### src/ctl_pkg.sv
// constants for the controller-role block
package ctl_pkg;
    localparam int unsigned CLK_MHZ       = 250;
    localparam int unsigned IFC_MIN_US    = 100;
    localparam int unsigned IFC_MIN_CYC   = IFC_MIN_US * CLK_MHZ;
    localparam logic [3:0] CMD_NONE       = 4'h0;
    localparam logic [3:0] CMD_SET_IFC    = 4'h1;
    localparam logic [3:0] CMD_CLR_IFC    = 4'h2;
    localparam logic [3:0] CMD_DIS_SC     = 4'h3;
    localparam logic [3:0] CMD_GTS        = 4'h4;
    localparam logic [3:0] CMD_TCA        = 4'h5;
    localparam logic [3:0] CMD_TCS        = 4'h6;
    localparam logic [3:0] CMD_TCSE       = 4'h7;
    localparam logic [3:0] CMD_LON_CONT   = 4'h8;
    localparam logic [3:0] CMD_LOC_LISTEN = 4'h9;
    localparam logic [3:0] CMD_LOC_UNLSN  = 4'ha;
    localparam logic [7:0] BUS_TCT        = 8'h09;
    localparam logic [7:0] TALK_BASE      = 8'h40;
    localparam logic [7:0] LISTEN_BASE    = 8'h20;
    localparam logic [7:0] UNLISTEN       = 8'h3f;
    localparam logic [7:0] UNTALK         = 8'h5f;
    localparam logic [4:0] ADDR_RESET     = 5'h00;
    typedef enum logic [2:0] {
        CTL_IDLE, CTL_WAIT_IFC, CTL_WAIT_ATN, CTL_ACTIVE, CTL_STANDBY, CTL_TCS_WAIT
    } ctl_state_e;
endpackage

### src/ctl_role.sv
// controller-role logic: becoming, holding and passing controller-in-charge
`timescale 1ns/100ps
`default_nettype none
module ctl_role
    import ctl_pkg::*;
(
    input  wire logic       clk_sys,
    input  wire logic       rst_b,
    input  wire logic [3:0] aux_cmd,
    input  wire logic       aux_cmd_valid,
    input  wire logic [4:0] my_addr,
    input  wire logic       cmd_pass_en,
    input  wire logic       holdoff_on_end_bit,
    input  wire logic       holdoff_on_all_bit,
    input  wire logic [7:0] command_data_output_register,
    input  wire logic       command_data_output_register_write,
    input  wire logic       atn_line_n,
    input  wire logic [7:0] dio_line,
    input  wire logic       cmd_byte_accepted,
    input  wire logic       holdoff_active,
    input  wire logic       transfer_done,
    input  wire logic       byte_received,
    output logic            atn_out,
    output logic            ifc_out,
    output logic            ifc_ren_drive,
    output logic [7:0]      cmd_out_byte,
    output logic            cmd_out_valid,
    output logic            cic_flag,
    output logic            command_output_ready_flag,
    output logic            talker_addressed_flag,
    output logic            listener_addressed_flag,
    output logic            atn_inv_flag,
    output logic            pass_through_status_flag,
    output logic [7:0]      command_pass_through_register,
    output logic            continuous_mode,
    output logic            data_in_flag
);
    logic atn_bus_n;
    sync2 u_atn (
        .clk_sys (clk_sys),
        .rst_b   (rst_b),
        .d       (atn_line_n),
        .q       (atn_bus_n)
    );

    ctl_state_e st_reg, st_next;
    logic       atn_reg, atn_next;
    logic       ifc_reg, ifc_next;
    logic       drv_reg, drv_next;
    logic       cic_reg, cic_next;
    logic       co_reg, co_next;
    logic       ta_reg, ta_next;
    logic       la_reg, la_next;
    logic       tct_armed_reg, tct_armed_next;
    logic       tcse_reg, tcse_next;
    logic       tcs_req_reg, tcs_req_next;
    logic       cpt_reg, cpt_next;
    logic [7:0] command_pass_through_register_reg, command_pass_through_register_next;
    logic       cont_reg, cont_next;
    logic       di_reg, di_next;
    logic [7:0] cob_reg, cob_next;
    logic       cov_reg, cov_next;
    logic       pass_pend_reg, pass_pend_next;
    logic       rx_cmd;
    logic [7:0] own_talk;
    logic [7:0] own_listen;

    always_comb begin
        own_talk   = TALK_BASE | {3'h0, my_addr};
        own_listen = LISTEN_BASE | {3'h0, my_addr};
        rx_cmd     = byte_received && !atn_bus_n && !atn_reg;
    end

    always_comb begin
        st_next        = st_reg;
        atn_next       = atn_reg;
        ifc_next       = ifc_reg;
        drv_next       = drv_reg;
        cic_next       = cic_reg;
        co_next        = co_reg;
        ta_next        = ta_reg;
        la_next        = la_reg;
        tct_armed_next = tct_armed_reg;
        tcse_next      = tcse_reg;
        tcs_req_next   = tcs_req_reg;
        cpt_next       = cpt_reg;
        command_pass_through_register_next      = command_pass_through_register_reg;
        cont_next      = cont_reg || (holdoff_on_end_bit && holdoff_on_all_bit);
        di_next        = di_reg;
        cob_next       = cob_reg;
        cov_next       = 1'b0;
        pass_pend_next = pass_pend_reg;
        if (aux_cmd_valid) begin
            case (aux_cmd)
                CMD_SET_IFC: begin
                    ifc_next = 1'b1;
                    drv_next = 1'b1;
                    st_next  = CTL_WAIT_IFC;
                end
                CMD_CLR_IFC: ifc_next = 1'b0;
                CMD_DIS_SC: begin
                    drv_next = 1'b0;
                    ifc_next = 1'b0;
                end
                CMD_LON_CONT: cont_next = 1'b1;
                default: ;
            endcase
        end
        case (st_reg)
            CTL_IDLE: begin
                // armed by own talk then TCT
                if (tct_armed_reg && atn_bus_n) begin
                    st_next  = CTL_ACTIVE;
                    tct_armed_next = 1'b0;
                end
            end
            CTL_WAIT_IFC: begin
                cic_next = 1'b0;
                if (!ifc_reg) st_next = CTL_WAIT_ATN;
            end
            // wait for old controller to go idle
            CTL_WAIT_ATN: if (atn_bus_n) st_next = CTL_ACTIVE;
            CTL_ACTIVE: begin
                atn_next = 1'b1;
                if (!atn_reg) begin
                    cic_next = 1'b1;
                    co_next  = 1'b1;
                end
                if (command_data_output_register_write && co_reg) begin
                    cob_next = command_data_output_register;
                    cov_next = 1'b1;
                    co_next  = 1'b0;
                    if (command_data_output_register == own_listen) begin
                        la_next = 1'b1;
                        ta_next = 1'b0;
                    end else if (command_data_output_register == own_talk) begin
                        ta_next = 1'b1;
                        la_next = 1'b0;
                    end else if (command_data_output_register == UNLISTEN) begin
                        la_next = 1'b0;
                    end else if (command_data_output_register == UNTALK) begin
                        ta_next = 1'b0;
                    end
                    pass_pend_next = (command_data_output_register == BUS_TCT);
                end
                if (cmd_byte_accepted && cov_next == 1'b0 && !co_reg) co_next = 1'b1;
                // TCT accepted: release and go idle
                if (cmd_byte_accepted && pass_pend_reg) begin
                    atn_next       = 1'b0;
                    cic_next       = 1'b0;
                    co_next        = 1'b0;
                    pass_pend_next = 1'b0;
                    st_next        = CTL_IDLE;
                end
                if (aux_cmd_valid) begin
                    if (aux_cmd == CMD_LOC_LISTEN) begin
                        la_next = 1'b1;
                        ta_next = 1'b0;
                    end
                    if (aux_cmd == CMD_LOC_UNLSN) la_next = 1'b0;
                    if (aux_cmd == CMD_GTS) begin
                        atn_next = 1'b0;
                        co_next  = 1'b0;
                        st_next  = CTL_STANDBY;
                    end
                end
            end
            CTL_STANDBY: begin
                if (aux_cmd_valid && aux_cmd == CMD_TCSE) tcse_next = 1'b1;
                if (aux_cmd_valid && aux_cmd == CMD_TCS) tcs_req_next = 1'b1;
                if (aux_cmd_valid && aux_cmd == CMD_TCA) begin
                    st_next = CTL_ACTIVE;
                // retake on holdoff, sync at transfer end
                end else if ((tcse_reg && holdoff_active) ||
                             (tcs_req_reg && (transfer_done || holdoff_active))) begin
                    st_next = CTL_ACTIVE;
                end
                if (st_next == CTL_ACTIVE) begin
                    tcse_next    = 1'b0;
                    tcs_req_next = 1'b0;
                    atn_next     = 1'b1;
                    co_next      = 1'b1;
                end
            end
            default: st_next = CTL_IDLE;
        endcase
        if (rx_cmd) begin
            if (dio_line == own_talk) begin
                ta_next = 1'b1;
                la_next = 1'b0;
            end else if (dio_line == own_listen) begin
                la_next = 1'b1;
                ta_next = 1'b0;
            end else if (dio_line == UNTALK) begin
                ta_next = 1'b0;
            end else if (dio_line == UNLISTEN) begin
                la_next = 1'b0;
            end
            // TCT while talker-addressed hands control over
            if (dio_line == BUS_TCT && ta_reg) tct_armed_next = 1'b1;
            if (dio_line == BUS_TCT && cmd_pass_en) begin
                command_pass_through_register_next = dio_line;
                cpt_next  = 1'b1;
            end
        end
        // no data-in flag in continuous mode
        if (byte_received && atn_bus_n && la_reg && !cont_reg) di_next = 1'b1;
    end

    always_ff @(posedge clk_sys or negedge rst_b) begin
        if (!rst_b) begin
            st_reg        <= CTL_IDLE;
            atn_reg       <= 1'b0;
            ifc_reg       <= 1'b0;
            drv_reg       <= 1'b0;
            cic_reg       <= 1'b0;
            co_reg        <= 1'b0;
            ta_reg        <= 1'b0;
            la_reg        <= 1'b0;
            tct_armed_reg <= 1'b0;
            tcse_reg      <= 1'b0;
            tcs_req_reg   <= 1'b0;
            cpt_reg       <= 1'b0;
            command_pass_through_register_reg      <= 8'h00;
            cont_reg      <= 1'b0;
            di_reg        <= 1'b0;
            cob_reg       <= 8'h00;
            cov_reg       <= 1'b0;
            pass_pend_reg <= 1'b0;
        end else begin
            st_reg        <= st_next;
            atn_reg       <= atn_next;
            ifc_reg       <= ifc_next;
            drv_reg       <= drv_next;
            cic_reg       <= cic_next;
            co_reg        <= co_next;
            ta_reg        <= ta_next;
            la_reg        <= la_next;
            tct_armed_reg <= tct_armed_next;
            tcse_reg      <= tcse_next;
            tcs_req_reg   <= tcs_req_next;
            cpt_reg       <= cpt_next;
            command_pass_through_register_reg      <= command_pass_through_register_next;
            cont_reg      <= cont_next;
            di_reg        <= di_next;
            cob_reg       <= cob_next;
            cov_reg       <= cov_next;
            pass_pend_reg <= pass_pend_next;
        end
    end

    assign atn_out                       = atn_reg;
    assign ifc_out                       = ifc_reg;
    assign ifc_ren_drive                 = drv_reg;
    assign cmd_out_byte                  = cob_reg;
    assign cmd_out_valid                 = cov_reg;
    assign cic_flag                      = cic_reg;
    assign command_output_ready_flag     = co_reg;
    assign talker_addressed_flag         = ta_reg;
    assign listener_addressed_flag       = la_reg;
    assign atn_inv_flag                  = atn_bus_n;
    assign pass_through_status_flag      = cpt_reg;
    assign command_pass_through_register = command_pass_through_register_reg;
    assign continuous_mode               = cont_reg;
    assign data_in_flag                  = di_reg;

    a_role_exclusive: assert property (@(posedge clk_sys) disable iff (!rst_b)
        !(ta_reg && la_reg)) else $error("talker and listener both set");
    a_standby_atn: assert property (@(posedge clk_sys) disable iff (!rst_b)
        (st_reg == CTL_STANDBY) |-> (!atn_reg && cic_reg)) else $error("standby state wrong");
    a_drive_hold: assert property (@(posedge clk_sys) disable iff (!rst_b)
        (drv_reg && !(aux_cmd_valid && aux_cmd == CMD_DIS_SC)) |=> drv_reg)
        else $error("drivers dropped");
    a_ifc_drive: assert property (@(posedge clk_sys) disable iff (!rst_b)
        (aux_cmd_valid && aux_cmd == CMD_SET_IFC) |=> (drv_reg && ifc_reg))
        else $error("set ifc ignored");
    a_pass_idle: assert property (@(posedge clk_sys) disable iff (!rst_b)
        (st_reg == CTL_ACTIVE && pass_pend_reg && cmd_byte_accepted)
        |=> (!atn_reg && !cic_reg && st_reg == CTL_IDLE)) else $error("pass failed");
    a_cic_co: assert property (@(posedge clk_sys) disable iff (!rst_b)
        (st_reg == CTL_ACTIVE && !atn_reg) |=> (cic_reg && co_reg)) else $error("cic not set");
    a_tca_now: assert property (@(posedge clk_sys) disable iff (!rst_b)
        (st_reg == CTL_STANDBY && aux_cmd_valid && aux_cmd == CMD_TCA)
        |=> (st_reg == CTL_ACTIVE && atn_reg)) else $error("async take failed");
    a_ta_set: assert property (@(posedge clk_sys) disable iff (!rst_b)
        (rx_cmd && dio_line == own_talk) |=> ta_reg) else $error("talk addr missed");
    a_cpt_set: assert property (@(posedge clk_sys) disable iff (!rst_b)
        (rx_cmd && dio_line == BUS_TCT && cmd_pass_en) |=> (cpt_reg && command_pass_through_register_reg == BUS_TCT))
        else $error("pass-through missed");
endmodule
`default_nettype wire

### src/sync2.sv
// two-flop synchroniser for a bus line
`timescale 1ns/100ps
`default_nettype none
module sync2 (
    input  wire logic clk_sys,
    input  wire logic rst_b,
    input  wire logic d,
    output logic      q
);
    logic s1_reg;
    logic s2_reg;
    always_ff @(posedge clk_sys or negedge rst_b) begin
        if (!rst_b) begin
            s1_reg <= 1'b0;
            s2_reg <= 1'b0;
        end else begin
            s1_reg <= d;
            s2_reg <= s1_reg;
        end
    end
    assign q = s2_reg;
endmodule
`default_nettype wire

### config.mk
export PLATFORM = sky130hd
export DESIGN_NAME = ctl_role
export DESIGN_NICKNAME = d
export VERILOG_FILES = /design/src/ctl_pkg.sv /design/src/ctl_role.sv /design/src/sync2.sv
export SDC_FILE = /design/constraint.sdc
export NUM_CORES = 1
export LEC_CHECK = 0
export ABC_CLOCK_PERIOD_IN_PS = 1550
export CORE_ASPECT_RATIO = 1.1
export CORE_MARGIN = 2
export CORE_UTILIZATION = 56
export DETAILED_ROUTE_END_ITERATION = 6
export DONT_BUFFER_PORTS = 1
export PLACE_DENSITY = 0.74
export SKIP_LAST_GASP = 1
export SLEW_MARGIN = 40
export SYNTH_ARGS = -nofsm -noshare
export SYNTH_HDL_FRONTEND = slang
export SYNTH_SLANG_ARGS = --single-unit
### constraint.sdc
create_clock -name clk_sys -period 1.55 [get_ports clk_sys]
set_input_delay 0.465 -clock clk_sys [delete_from_list [all_inputs] [get_ports clk_sys]]
set_output_delay 0.465 -clock clk_sys [all_outputs]
set_load 0.005 [all_outputs]
; ---- Word-level counts from Yosys, hierarchy flattened
; Index checks and enable logic that the tools add are counted.
[classes]
n_mux = 69
bitwise_logic = 1
eq_ne = 27
n_reduce_logical = 43
[ops]
columns = operator, count
row1 = 1-bit two-way mux, 52
row2 = 3-bit two-way mux, 11
row3 = 1-bit logical AND, 18
row4 = 2-bit AND reduction, 9
row5 = 4-bit by 3-bit equality test with 1-bit output (second input constant), 4
row6 = 8-bit by 4-bit equality test with 1-bit output (second input constant), 2
row7 = 8-bit by 6-bit equality test with 1-bit output, 2
row8 = 8-bit by 6-bit equality test with 1-bit output (second input constant), 2
row9 = 8-bit by 7-bit equality test with 1-bit output, 2
row10 = 8-bit by 7-bit equality test with 1-bit output (second input constant), 2
row11 = 3-bit one-hot mux with 5 select lines, 1
row12 = 2-bit nonzero test, 7
row13 = 4-bit equality test (second input constant), 3
row14 = 1-bit one-hot mux with 2 select lines, 5
row15 = 3-bit by 2-bit equality test with 1-bit output (second input constant), 3
row16 = 4-bit by 2-bit equality test with 1-bit output (second input constant), 2
row17 = 4-bit by 1-bit equality test with 1-bit output (second input constant), 1
row18 = 1-bit logical NOT, 4
row19 = 3-bit by 1-bit equality test with 1-bit output (second input constant), 1
row20 = 3-bit equality test (second input constant), 1
row21 = 3-bit logical NOT, 1
row22 = 1-bit logical OR, 3
row23 = 3-bit != test (second input constant), 1
row24 = 2-bit != test (second input constant), 1
row25 = 2 further kinds, 2
[word_totals]
inputBits = 37
output_inout_bits = 28
word_cells = 160
regBits = 36

; ---- Longest topological paths before layout
; Gate-level depths: netlist of run 1.
[logic_depth]
word_depth = 14
depth_mapped = 6
mapped_depth_nobuf = 5

; ---- Cells and area by module
; Synthesis of run 1 repeated with hierarchy kept, for this count alone.
[hier_totals]
cells_unflattened = 184
hier_area_um2 = 1870.5
[by_module_without_submodules]
columns = module, instances, cells_each, seq_area_each_um2, area_per_inst_um2
row1 = ctl_role, 1, 182, 850.8, 1820.5
row2 = sync2, 1, 2, 50.0, 50.0

; ---- Worst setup path before layout of run 1
; OpenSTA, ideal clock, no wires.
[synth_timing]
path_kind = register to register
from = register u_atn.s2_reg (netlist: u_atn.q)
to = register command_pass_through_register_reg[1] (netlist: command_pass_through_register[1])
period_less_slack_ns = 1.673
setup_slack_ns = -0.123
setup_ns = 0.119
stages_incl_launch_ff = 5
arrival_ns = 1.554
path_buffers = 0
t_required_ns = 1.431
cell_sequence = dfrtp_1 or4b_4 nor4_4 nand2_2 and2_1
[synth_via]
elab_chain_len = 4
[synth_rtl]
columns = element, line_no
row1 = start: declaration, sync2.sv:11  ; logic s2_reg;
row2 = start signal: assignment, sync2.sv:18  ; s2_reg <= s1_reg;
row3 = 1-bit logical NOT, ctl_role.sv:71  ; rx_cmd = byte_received && !atn_bus_n && !atn_reg;
row4 = 1-bit logical AND (2 in series), ctl_role.sv:71
row5 = 2-bit AND reduction (no line), n/a
row6 = end signal: assignment, ctl_role.sv:243  ; command_pass_through_register_reg <= command_pass_through_register_next;
row7 = end: declaration, ctl_role.sv:58  ; logic [7:0] command_pass_through_register_reg, command_pass_through_register_next;
; No other way between the ends.
; A chain may end at the register's enable or synchronous reset.

; ---- Worst setup path in the final report of run 1
[layout_timing]
from = register atn_reg (netlist: atn_out)
to = register command_pass_through_register_reg[4] (netlist: command_pass_through_register[4])
[layout_via]
elab_chain_len = 3
[layout_rtl]
columns = element, line_no
row1 = start: declaration, ctl_role.sv:47  ; logic atn_reg, atn_next;
row2 = start signal: assignment, ctl_role.sv:232  ; atn_reg <= atn_next;
row3 = 1-bit logical NOT, n/a
row4 = 1-bit logical AND, ctl_role.sv:71
row5 = 2-bit AND reduction (no line), n/a
; No other way between the ends.

==> results of run 1 <==
## metal layers
layer / up-vias / wire (um) / track usage
met1: 721 / 1690 / 0.321
met4: 0 / 78 / 0.0767
met2: 52 / 2270 / 0.408
li1: 721 / - / -
met3: 8 / 320 / 0.0858
met5: - / 0 / 0
## what timing repair did
action                                  CTS  global route
hold buffers                              2             0
buffers inserted                          2             0
endpoints found under the setup margin   11            14
pin swaps                                10             4
hold endpoints to repair                 36             0
resized for setup                         4             4
## worst min-delay path by stage
| stage | end | slack (ns) | depth (start not counted) |
|---|---|---|---|
| after CTS | u_atn.s1_reg$_DFF_PN0_ | 0.12 | 0 |
| after global routing | u_atn.s1_reg$_DFF_PN0_ | 0.11 | 0 |
| after global placement | ifc_ren_drive$_DFFE_PN0P_ | 0.17 | 0 |
| after detailed placement | ifc_ren_drive$_DFFE_PN0P_ | 0.17 | 0 |
| final | u_atn.s1_reg$_DFF_PN0_ | 0.13 | 0 |
| after floorplan | atn_out$_DFFE_PN0P_ | 0.17 | 0 |
## layout make-up
type	instances	area [um^2]
Timing Repair Buffer	18	166
Clock buffer	5	37.5
Inverter	7	26.3
Sequential cell	36	901
Clock inverter	3	42.5
Fill cell	243	950
Multi-Input combinational cell	141	935
Tap cell	34	42.5
## cells in the mapped netlist, types with 5 or more instances
library cell	n
a21oi_1	11
mux2_2	8
nor2_1	17
and2_1	6
inv_1	7
o21ai_0	12
dfrtp_1	36
nor3_1	5
nand3_1	7
nand2_1	15
nand2b_1	6
xor2_1	10
## cells in the final DEF (no fill, tap or decap), types with 2 or more instances in the layout
master,synthesis,routed
xor2_1,10,10
buf_4,0,14
nand2b_1,6,6
a21oi_1,11,11
dfrtp_1,36,36
o21ai_0,12,10
mux2_2,8,8
nor3_1,5,5
nand2_1,15,15
nand4_1,2,2
or4_1,3,3
nand3_1,7,7
buf_12,0,2
a21o_1,3,3
nor4_1,3,3
nand4bb_1,2,2
nor2b_1,3,3
clkbuf_4,0,5
o31ai_1,2,2
and2_4,0,3
and2_1,6,3
inv_1,7,7
a32oi_1,2,2
and3_1,2,2
nor2_1,17,17
nand4b_1,3,3
## cells by family after synthesis
logic type	share of synthesized area
AO/OA/AOI/OAI	0.133
XOR/XNOR	0.0471
buffers and inverters	0.0215
flip-flops	0.485
multiplexers	0.0538
AND/OR/NAND/NOR	0.260
## through the flow
stage	setup slack (ns)	power, uW
floorplan	-0.123	1840
global placement	-0.205	2110
detailed placement	-0.250	2160
CTS	-0.196	2850
global route	-0.235	3010
finish	-0.201	2850
## report_power, final
part	total (uW)	switching [uW]	internal (uW)
sequential	1290	156	1140
clock	670	334	336
combinational	882	433	449
total	2850	923	1920
==> metrics.md, run 1 <==
| Metric | Value |
|---|---|
| Clk_skew | 0.0133 ns |
| Post-synthesis cell area | 1860 um^2 |
| Largest cells by area after synthesis | dfrtp_1 48%, mux2_2 4.8%, xor2_1 4.7%, nor2_1 3.4%, o21ai_0 3.2% |
| Global placement routability congestion | 0.797 |
| Vias post-DR | 1502 |
| Hold slack final | 0.127 ns |
| Reg2reg end | command_pass_through_register[4]$_DFFE_PN0P_ |
| Avg WL per Cell | 17.9 um |
| Worst Tran Pin Value | 0.336 ns |
| Top cell family by delay on the critical path | simple AND/OR/NAND/NOR gates |
| Core area | 3100 um^2 |
| P_leak | 0.000965 uW |
| Setup crit end | command_pass_through_register[4]$_DFFE_PN0P_ |
| Die area | 3800 um^2 |
| CP Depth | 4 |
| Tcrit/Tclk final | 1.13 |
| RSZ-0062 raised after global routing | yes |
| CP peak stage delay | 0.55 ns |
| Crit path from | atn_out$_DFFE_PN0P_ |
| Site Rows | 21 |
| Slowest CP cell | or4b_4 |
| Seq/Total Area, Yosys | 0.485 |
| Core Util, Final | 0.694 |
| Setup-failing EPs final | 12 |
| Peak VDD IR | 0.00119 V |
| Post-Place Cell Area | 2010 um^2 |
| Post-synth ARST share | 1.00 |
| Share of layout cells above drive strength 1 | 0.210 |
| Max_slew headroom | 0.774 |
| EDFF count, synth | 0 |
| Syn_nets | 224 |
| Final nets | 246 |
| Post-synth top area cell | dfrtp_1 |
| Reg2reg path depth | 4 |
| Chip Height | 64.4 um |
| Syn_area_per_cell | 9.94 um^2 |
| Detailed-route DRC error count | 2 |
| Clk_lat worst skew | 0.36 ns |
| Total of max-cap violations | 0 |
| Port-buffer cells | 0 |
| Worst r2r src | atn_out$_DFFE_PN0P_ |
| Worst Slack Setup Final | -0.201 ns |
| CP Capture Type | register |
| Pins Over Slew Limit | 0 |
| Final WL | 4.37 mm |
| Ports | 65 |
| Power per cell area | 1320 nW/um^2 |
| Seq cells post-synth | 36 |
| CTS tree | built |
| CP Launch Type | register |
| H-Tree Depth | 2 |
| Vias in the first global route | 1611 |
| Max Root-Sink Buffers | 2 |
| Starting DRT DRC Count | 75 |
| Max Fclk | 0.571 GHz |
| CTS Root Cell | clkbuf_4 |
| Routed vias/inst | 6.16 |
| HP Class | input pin to register |
| Area grow syn2layout | 15.7% |
| Failing checks | design-rule violations, negative setup slack |
| Global-route wire length before repair | 7.13 mm |
| Total CTS buffers | 5 |
| Final hold vios | 0 |
| Most used DFF post-synth | dfrtp_1 |
| Setup TNS Final | -1.95 ns |
| Flop2flop setup slack | -0.20 ns |
| Hpwl dp | 3.33 mm |
| Clock slew at reported path FFs | 0.11 ns |
| Crit Path Category | register to register |
| Critical path required time | 1.80 ns |
| Post-route ant nets | 0 |
| Initial Util | 0.600 |
| Die W | 58.9 um |
| Largest net degree at the start of global routing | 37 |
| CTS Sinks | 36 |
| Antenna diodes | 0 |
| Hold Startpoint | atn_line_n |
| Post-route minimum period | 1.75 ns |
| Syn Inst Count | 187 |
| Worst path arrival time | 2.01 ns |
| Total track usage | 0.254 |
| Post-Place Cells | 232 |
| Top-area cell type share of the netlist area | 0.485 |
| CP bufs+invs | 0 |
| Critical-path cell list | or4b_4 > nor4_4 > nand2_2 > and2_4 |
| Grt total ovfl | 0 |
| Yosys warning count | 0 |
| Non-Filler Instances | 244 |
| 1st-pass router iterations | 6 |
| Initial antenna violation count | 0 |
| Synth cell types | 43 |
| Final instance area | 2150 um^2 |
| Outcome | finished, violations left |
| Peak fanout along the critical path | 7 |
Power figures use the tool's default switching activity.
==> run 2: changes to the inputs <==
CELL_PAD_IN_SITES_DETAIL_PLACEMENT = 0   (was unset)
CELL_PAD_IN_SITES_GLOBAL_PLACEMENT = 1   (was unset)
CORE_UTILIZATION = 44   (was 56)
CTS_BUF_LIST = sky130_fd_sc_hd__clkbuf_8   (was unset)
PLACE_DENSITY = unset   (was 0.74)
PLACE_DENSITY_LB_ADDON = 0.1   (was unset)
==> metrics.md, run 2 (same netlist as run 1, synthesis figures left out) <==
| Metric | Value |
|---|---|
| Total CTS buffers | 5 (unchanged) |
| CP Capture Type | register |
| Starting DRT DRC Count | 74 (-1.3%) |
| RSZ-0062 raised after global routing | yes |
| Largest net degree at the start of global routing | 37 (unchanged) |
| Pins Over Slew Limit | 0 (unchanged) |
| Power per cell area | 1320 nW/um^2 (about the same) |
| Reg2reg path depth | 5 (+1) |
| Slowest CP cell | or4b_4 |
| Clk_lat worst skew | 0.28 ns (-0.08 ns) |
| Pint | 2060 uW (+7.4%) |
| Final WL | 4.46 mm (+2.2%) |
| Max_slew headroom | 0.687 (-0.0864) |
| Detailed-route DRC error count | 0 (-2) |
| Comb pwr share | 0.295 (-0.015) |
| Clk_skew | 0.00301 ns (-0.0103 ns) |
| Sw Ratio | 0.306 (-0.0189) |
| HP Class | input pin to async pin |
| Final instance area | 2250 um^2 (+4.5%) |
| Final hold vios | 0 (unchanged) |
| Die area | 4760 um^2 (+25%) |
| CP Launch Type | register |
| Port-buffer cells | 0 (unchanged) |
| Vias in the first global route | 1504 (-6.6%) |
| Initial Util | 0.462 (-0.138) |
| Global-route wire length before repair | 7.00 mm (-1.8%) |
| Global placement routability congestion | 0.784 (-1.7%) |
| 1st-pass router iterations | 5 (-1) |
| Hpwl dp | 3.45 mm (+3.7%) |
| Total track usage | 0.198 (-0.0560) |
| Post-Place Cell Area | 2050 um^2 (+2.2%) |
| CP bufs+invs | 1 (+1) |
| Antenna diodes | 0 (unchanged) |
| Max Fclk | 0.600 GHz (+5.0%) |
| Initial antenna violation count | 0 (unchanged) |
| Avg WL per Cell | 16.8 um (-5.9%) |
| Outcome | finished, violations left |
| Peak fanout along the critical path | 5 (-2) |
| Max Root-Sink Buffers | 2 (unchanged) |
| Reg power frac | 0.434 (-0.020) |
| Final nets | 249 (+1.2%) |
| Share of layout cells above drive strength 1 | 0.235 (+0.0252) |
| P_leak | 0.00101 uW (+4.6%) |
| Worst Tran Pin Value | 0.464 ns (+0.128 ns) |
| Peak VDD IR | 0.000629 V (-47%) |
| Tcrit/Tclk final | 1.08 (-0.0540) |
| Top cell family by delay on the critical path | simple AND/OR/NAND/NOR gates |
| Crit Path Category | register to register |
| Core area | 4020 um^2 (+30%) |
| Most frequent cells in the layout | 36 x dfrtp_1, 17 x nor2_1, 15 x nand2_1, 15 x buf_4 |
| Post-route minimum period | 1.67 ns (-0.0837 ns) |
| Fillcell total | 354 (+46%) |
| Setup TNS Final | -0.881 ns (+1.06 ns) |
| Failing checks | negative setup slack |
| Worst Slack Setup Final | -0.118 ns (+0.0837 ns) |
| Psw | 908 uW (-1.7%) |
| Grt total ovfl | 0 (unchanged) |
| H-Tree Depth | 2 (unchanged) |
| Critical path required time | 1.73 ns (-0.07 ns) |
| Post-route ant nets | 0 (unchanged) |
| Total power | 2970 uW (+4.4%) |
| Vias post-DR | 1477 (-1.7%) |
| CTS Sinks | 36 (unchanged) |
| Chip Height | 72.2 um (+12%) |
| Worst path arrival time | 1.85 ns (-0.16 ns) |
| Routed vias/inst | 5.57 (-9.5%) |
| Core Util, Final | 0.558 (-0.135) |
| CTS Root Cell | clkbuf_8 |
| Site Rows | 24 (+14%) |
| Part of the power in the clock network | 0.271 (+0.035) |
| Commonest non-fill, non-tap cell in the layout | dfrtp_1 |
| CTS tree | built |
| Critical-path cell list | or4b_4 > nor4_4 > buf_6 > nand2_4 > and2_1 |
| Total of max-cap violations | 0 (unchanged) |
| Area grow syn2layout | 20.9% |
| Setup-failing EPs final | 8 (-4) |
| Clock slew at reported path FFs | 0.07 ns (-0.04 ns) |
| Ports | 65 (unchanged) |
| CP peak stage delay | 0.55 ns (about the same) |
| Die W | 66.0 um (+12%) |
| CP Depth | 5 (+1) |
run 2: cell count changes in the layout (fill, tap and decap cells not counted), moves of 2 or more:
cell      delta
clkbuf_4     -5
clkbuf_8     +5
nand2_4      +2
buf_6        +2
run 2: worst register-to-register path: cells and delay by family (launching register included):
kind / cells / cell delay (ns)
buffers and inverters: 1 / 0.17
DFF: 1 / 0.38
and+or+nand+nor: 4 / 1.02
run 2: path summary, 6_finish.rpt:
check                      slack (ns)                   start                                            to
max                             -0.12     atn_out$_DFFE_PN0P_  command_pass_through_register[5]$_DFFE_PN0P_
min                             0.009                   rst_b                           atn_out$_DFFE_PN0P_
max reg2reg                     -0.12     atn_out$_DFFE_PN0P_  command_pass_through_register[5]$_DFFE_PN0P_
min reg2reg                      0.40  u_atn.s1_reg$_DFF_PN0_                             u_atn.q$_DFF_PN0_
max in group asynchronous        1.37                   rst_b                   cmd_out_byte[0]$_DFFE_PN0P_
min in group clk_sys             0.21              atn_line_n                        u_atn.s1_reg$_DFF_PN0_
run 2: area by class of cell:
type,instances,area (um^2),area share
Multi-Input combinational cell,142,957,0.426
Sequential cell,36,901,0.401
Timing Repair Buffer,20,186,0.0830
Clock buffer,5,68.8,0.0306
Tap cell,52,65.1,0.0290
Clock inverter,3,42.5,0.0189
Inverter,7,26.3,0.0117
run 2: power by group through the flow:
stage	clock network (uW)	logic (uW)	registers, uW
after floorplan	0	570	1270
after global placement	0	823	1310
after detailed placement	0	850	1320
after CTS	831	880	1300
after global routing	882	972	1310
final	804	876	1290
run 2: metrics by stage:
stage                     hold WS (ns)  cells  setup WS, ns
after floorplan                  0.169    187        -0.123
after global placement           0.170    253        -0.220
after detailed placement         0.170    253        -0.264
after CTS                      0.00758    265        -0.130
after global routing           0.00494    265        -0.164
final                          0.00886    265        -0.118
run 2: what timing repair did:
action / 4_1_cts / 5_1_grt
pin swaps: 12 / 2
hold buffers: 1 / 0
endpoints found under the setup margin: 13 / 14
endpoints found under the hold margin: 36 / 0
setup buffers: 2 / 0
resized for setup: 12 / 4
gates cloned: 1 / 0
run 2: layer usage:
metal | GRT usage | part of all wire | vias to the layer above
met5 | 0 | 0 | -
met4 | 0.0612 | 0.013 | 0
met3 | 0.0729 | 0.075 | 7
met2 | 0.324 | 0.48 | 49
met1 | 0.243 | 0.43 | 702
li1 | - | - | 719
==> run 3: changes to the inputs <==
PLACE_DENSITY_LB_ADDON = 0.3   (was 0.1)
==> metrics.md, run 3 (same netlist as run 1, synthesis figures left out) <==
| Metric | Value |
|---|---|
| Final WL | 4.45 mm (-0.31%) |
| Total of max-cap violations | 0 (unchanged) |
| Peak VDD IR | 0.000582 V (-7.5%) |
| Non-Filler Instances | 264 (-0.38%) |
| Fillcell total | 352 (-0.56%) |
| Reg2reg path depth | 4 (-1) |
| Die area | 4760 um^2 (unchanged) |
| RSZ-0062 raised after global routing | yes |
| Setup TNS Final | -0.844 ns (+0.0375 ns) |
| Grt total ovfl | 0 (unchanged) |
| Global routing's busiest layer | met2 |
| Reg power frac | 0.459 (+0.025) |
| Routing usage on met2 | 0.306 (-0.0180) |
| Worst Slack Setup Final | -0.127 ns (-0.00876 ns) |
| Crit Path Category | register to register |
| Share of layout cells above drive strength 1 | 0.217 (-0.0178) |
| Initial Util | 0.462 (unchanged) |
| Commonest non-fill, non-tap cell in the layout | dfrtp_1 |
| Worst r2r src | atn_out$_DFFE_PN0P_ |
| Max_slew headroom | 0.760 (+0.0725) |
| Site Rows | 24 (unchanged) |
| Psw | 907 uW (about the same) |
| Post-route minimum period | 1.68 ns (+0.00876 ns) |
| Most frequent cells in the layout | 36 x dfrtp_1, 17 x nor2_1, 15 x nand2_1, 15 x buf_4, 11 x a21oi_1 |
| Core area | 4020 um^2 (unchanged) |
| Post-route ant nets | 0 (unchanged) |
| Total CTS buffers | 5 (unchanged) |
| Area grow syn2layout | 18.4% |
| Ports | 65 (unchanged) |
| Largest net degree at the start of global routing | 37 (unchanged) |
| Pint | 1920 uW (-7.2%) |
| Vias in the first global route | 1520 (+1.1%) |
| Detailed-route DRC error count | 0 (unchanged) |
| CTS Root Cell | clkbuf_8 |
| H-Tree Depth | 2 (unchanged) |
| Critical path required time | 1.75 ns (+0.02 ns) |
| Setup-failing EPs final | 8 (unchanged) |
| Final hold vios | 2 (+2) |
| Peak fanout along the critical path | 3 (-2) |
| Global placement routability congestion | 0.810 (+3.4%) |
| CP Capture Type | register |
| Hpwl dp | 3.42 mm (-0.84%) |
| Tcrit/Tclk final | 1.08 (+0.00565) |
| Vias post-DR | 1491 (+0.95%) |
| P_leak | 0.000993 uW (-1.6%) |
| 1st-pass router iterations | 4 (-1) |
| Clk_lat worst skew | 0.29 ns (about the same) |
| Antenna diodes | 0 (unchanged) |
| Flop2flop setup slack | -0.13 ns (about the same) |
| Total power | 2820 uW (-5.0%) |
| Die W | 66.0 um (unchanged) |
| Clock slew at reported path FFs | 0.07 ns (about the same) |
| Pins Over Slew Limit | 0 (unchanged) |
| Failing checks | negative hold slack, negative setup slack |
| Hold slack final | -0.00197 ns (-0.0108 ns) |
| Max Root-Sink Buffers | 2 (unchanged) |
| Comb pwr share | 0.298 (+0.003) |
| Met1 Use GR | 0.261 (+0.0181) |
| CTS Sinks | 36 (unchanged) |
| CP Launch Type | register |
| Power per cell area | 1280 nW/um^2 (-3.0%) |
| Port-buffer cells | 0 (unchanged) |
| Global-route wire length before repair | 7.04 mm (+0.60%) |
| Part of the power in the clock network | 0.244 (-0.027) |
| Post-Place Cells | 252 (-0.40%) |
| Chip Height | 72.2 um (unchanged) |
| Worst path arrival time | 1.88 ns (+0.03 ns) |
| Place WS | -0.275 ns (-0.0107 ns) |
| Starting DRT DRC Count | 94 (+27%) |
| HP Class | input pin to async pin |
| Clk_skew | 0.00191 ns (-0.00109 ns) |
| Outcome | finished, violations left |
| Worst Tran Pin Value | 0.356 ns (-0.108 ns) |
| Initial antenna violation count | 0 (unchanged) |
| Avg WL per Cell | 16.8 um (about the same) |
| Met3 usage | 0.0465 (-0.0264) |
| Total track usage | 0.197 (-0.000791) |
| Reg2reg end | listener_addressed_flag$_DFF_PN0_ |
| Final nets | 248 (-0.40%) |
| Sw Ratio | 0.321 (+0.0159) |
| CTS tree | built |
| Routed vias/inst | 5.65 (+1.3%) |
| Max Fclk | 0.596 GHz (-0.52%) |
-- run 3: cell count changes in the layout (fill, tap and decap cells not counted), sizes merged --
cell	change
buf	-1
inv	+1
clkinv	-1
clkbuf	+1
bufinv	-1
-- run 3: area by class of cell --
cell class / instances / area (um^2) / area share
Tap cell: 52 / 65.1 / 0.0295
Timing Repair Buffer: 19 / 166 / 0.0756
Inverter: 7 / 26.3 / 0.0119
Multi-Input combinational cell: 142 / 950 / 0.431
Clock inverter: 2 / 11.3 / 0.00511
Clock buffer: 6 / 82.6 / 0.0375
Sequential cell: 36 / 901 / 0.409
-- run 3: metal layers --
layer	wire length (um)	part of all wire
met5	0	0
met4	95	0.021
met3	359	0.081
met2	2060	0.46
met1	1930	0.43
-- run 3: timing repair --
action,in CTS,in global routing
buffers inserted,2,0
endpoints found under the setup margin,13,14
cloned,1,0
hold buffers,1,0
pin swaps,12,2
hold endpoints to repair,36,0
resized for setup,11,3
-- run 3: per-stage QoR --
step | area [um^2] | util
after detailed placement | 2030 | 0.505
after global placement | 2030 | 0.505
after global routing | 2200 | 0.547
final | 2200 | 0.547
after CTS | 2190 | 0.545
after floorplan | 1860 | -
-- run 3: how the worst max path moves through the flow --
| stage | start | end | slack [ns] | cells past startpoint |
|---|---|---|---|---|
| finish | atn_out$_DFFE_PN0P_ | listener_addressed_flag$_DFF_PN0_ | -0.13 | 4 |
| floorplan | u_atn.q$_DFF_PN0_ | command_pass_through_register[1]$_DFFE_PN0P_ | -0.12 | 4 |
| global placement | dio_line[7] | command_pass_through_register[5]$_DFFE_PN0P_ | -0.23 | 4 |
| CTS | atn_out$_DFFE_PN0P_ | command_pass_through_register[1]$_DFFE_PN0P_ | -0.13 | 5 |
| detailed placement | dio_line[7] | command_pass_through_register[7]$_DFFE_PN0P_ | -0.28 | 4 |
| global route | atn_out$_DFFE_PN0P_ | command_pass_through_register[6]$_DFFE_PN0P_ | -0.20 | 5 |
-- run 3: critical path: stages (launching register included) --
cell,delay (ns)
dfrtp_1,0.38
or4b_4,0.55
buf_6,0.14
o41a_1,0.36
a32oi_1,0.18
-- run 3: power by group through the flow --
stage | Sequential, uW | Clock (uW) | Combinational, uW
2_1_floorplan | 1270 | 0 | 570
3_3_place_gp | 1310 | 0 | 791
3_5_place_dp | 1320 | 0 | 811
4_1_cts | 1300 | 703 | 839
5_1_grt | 1320 | 745 | 925
6_report | 1300 | 688 | 840
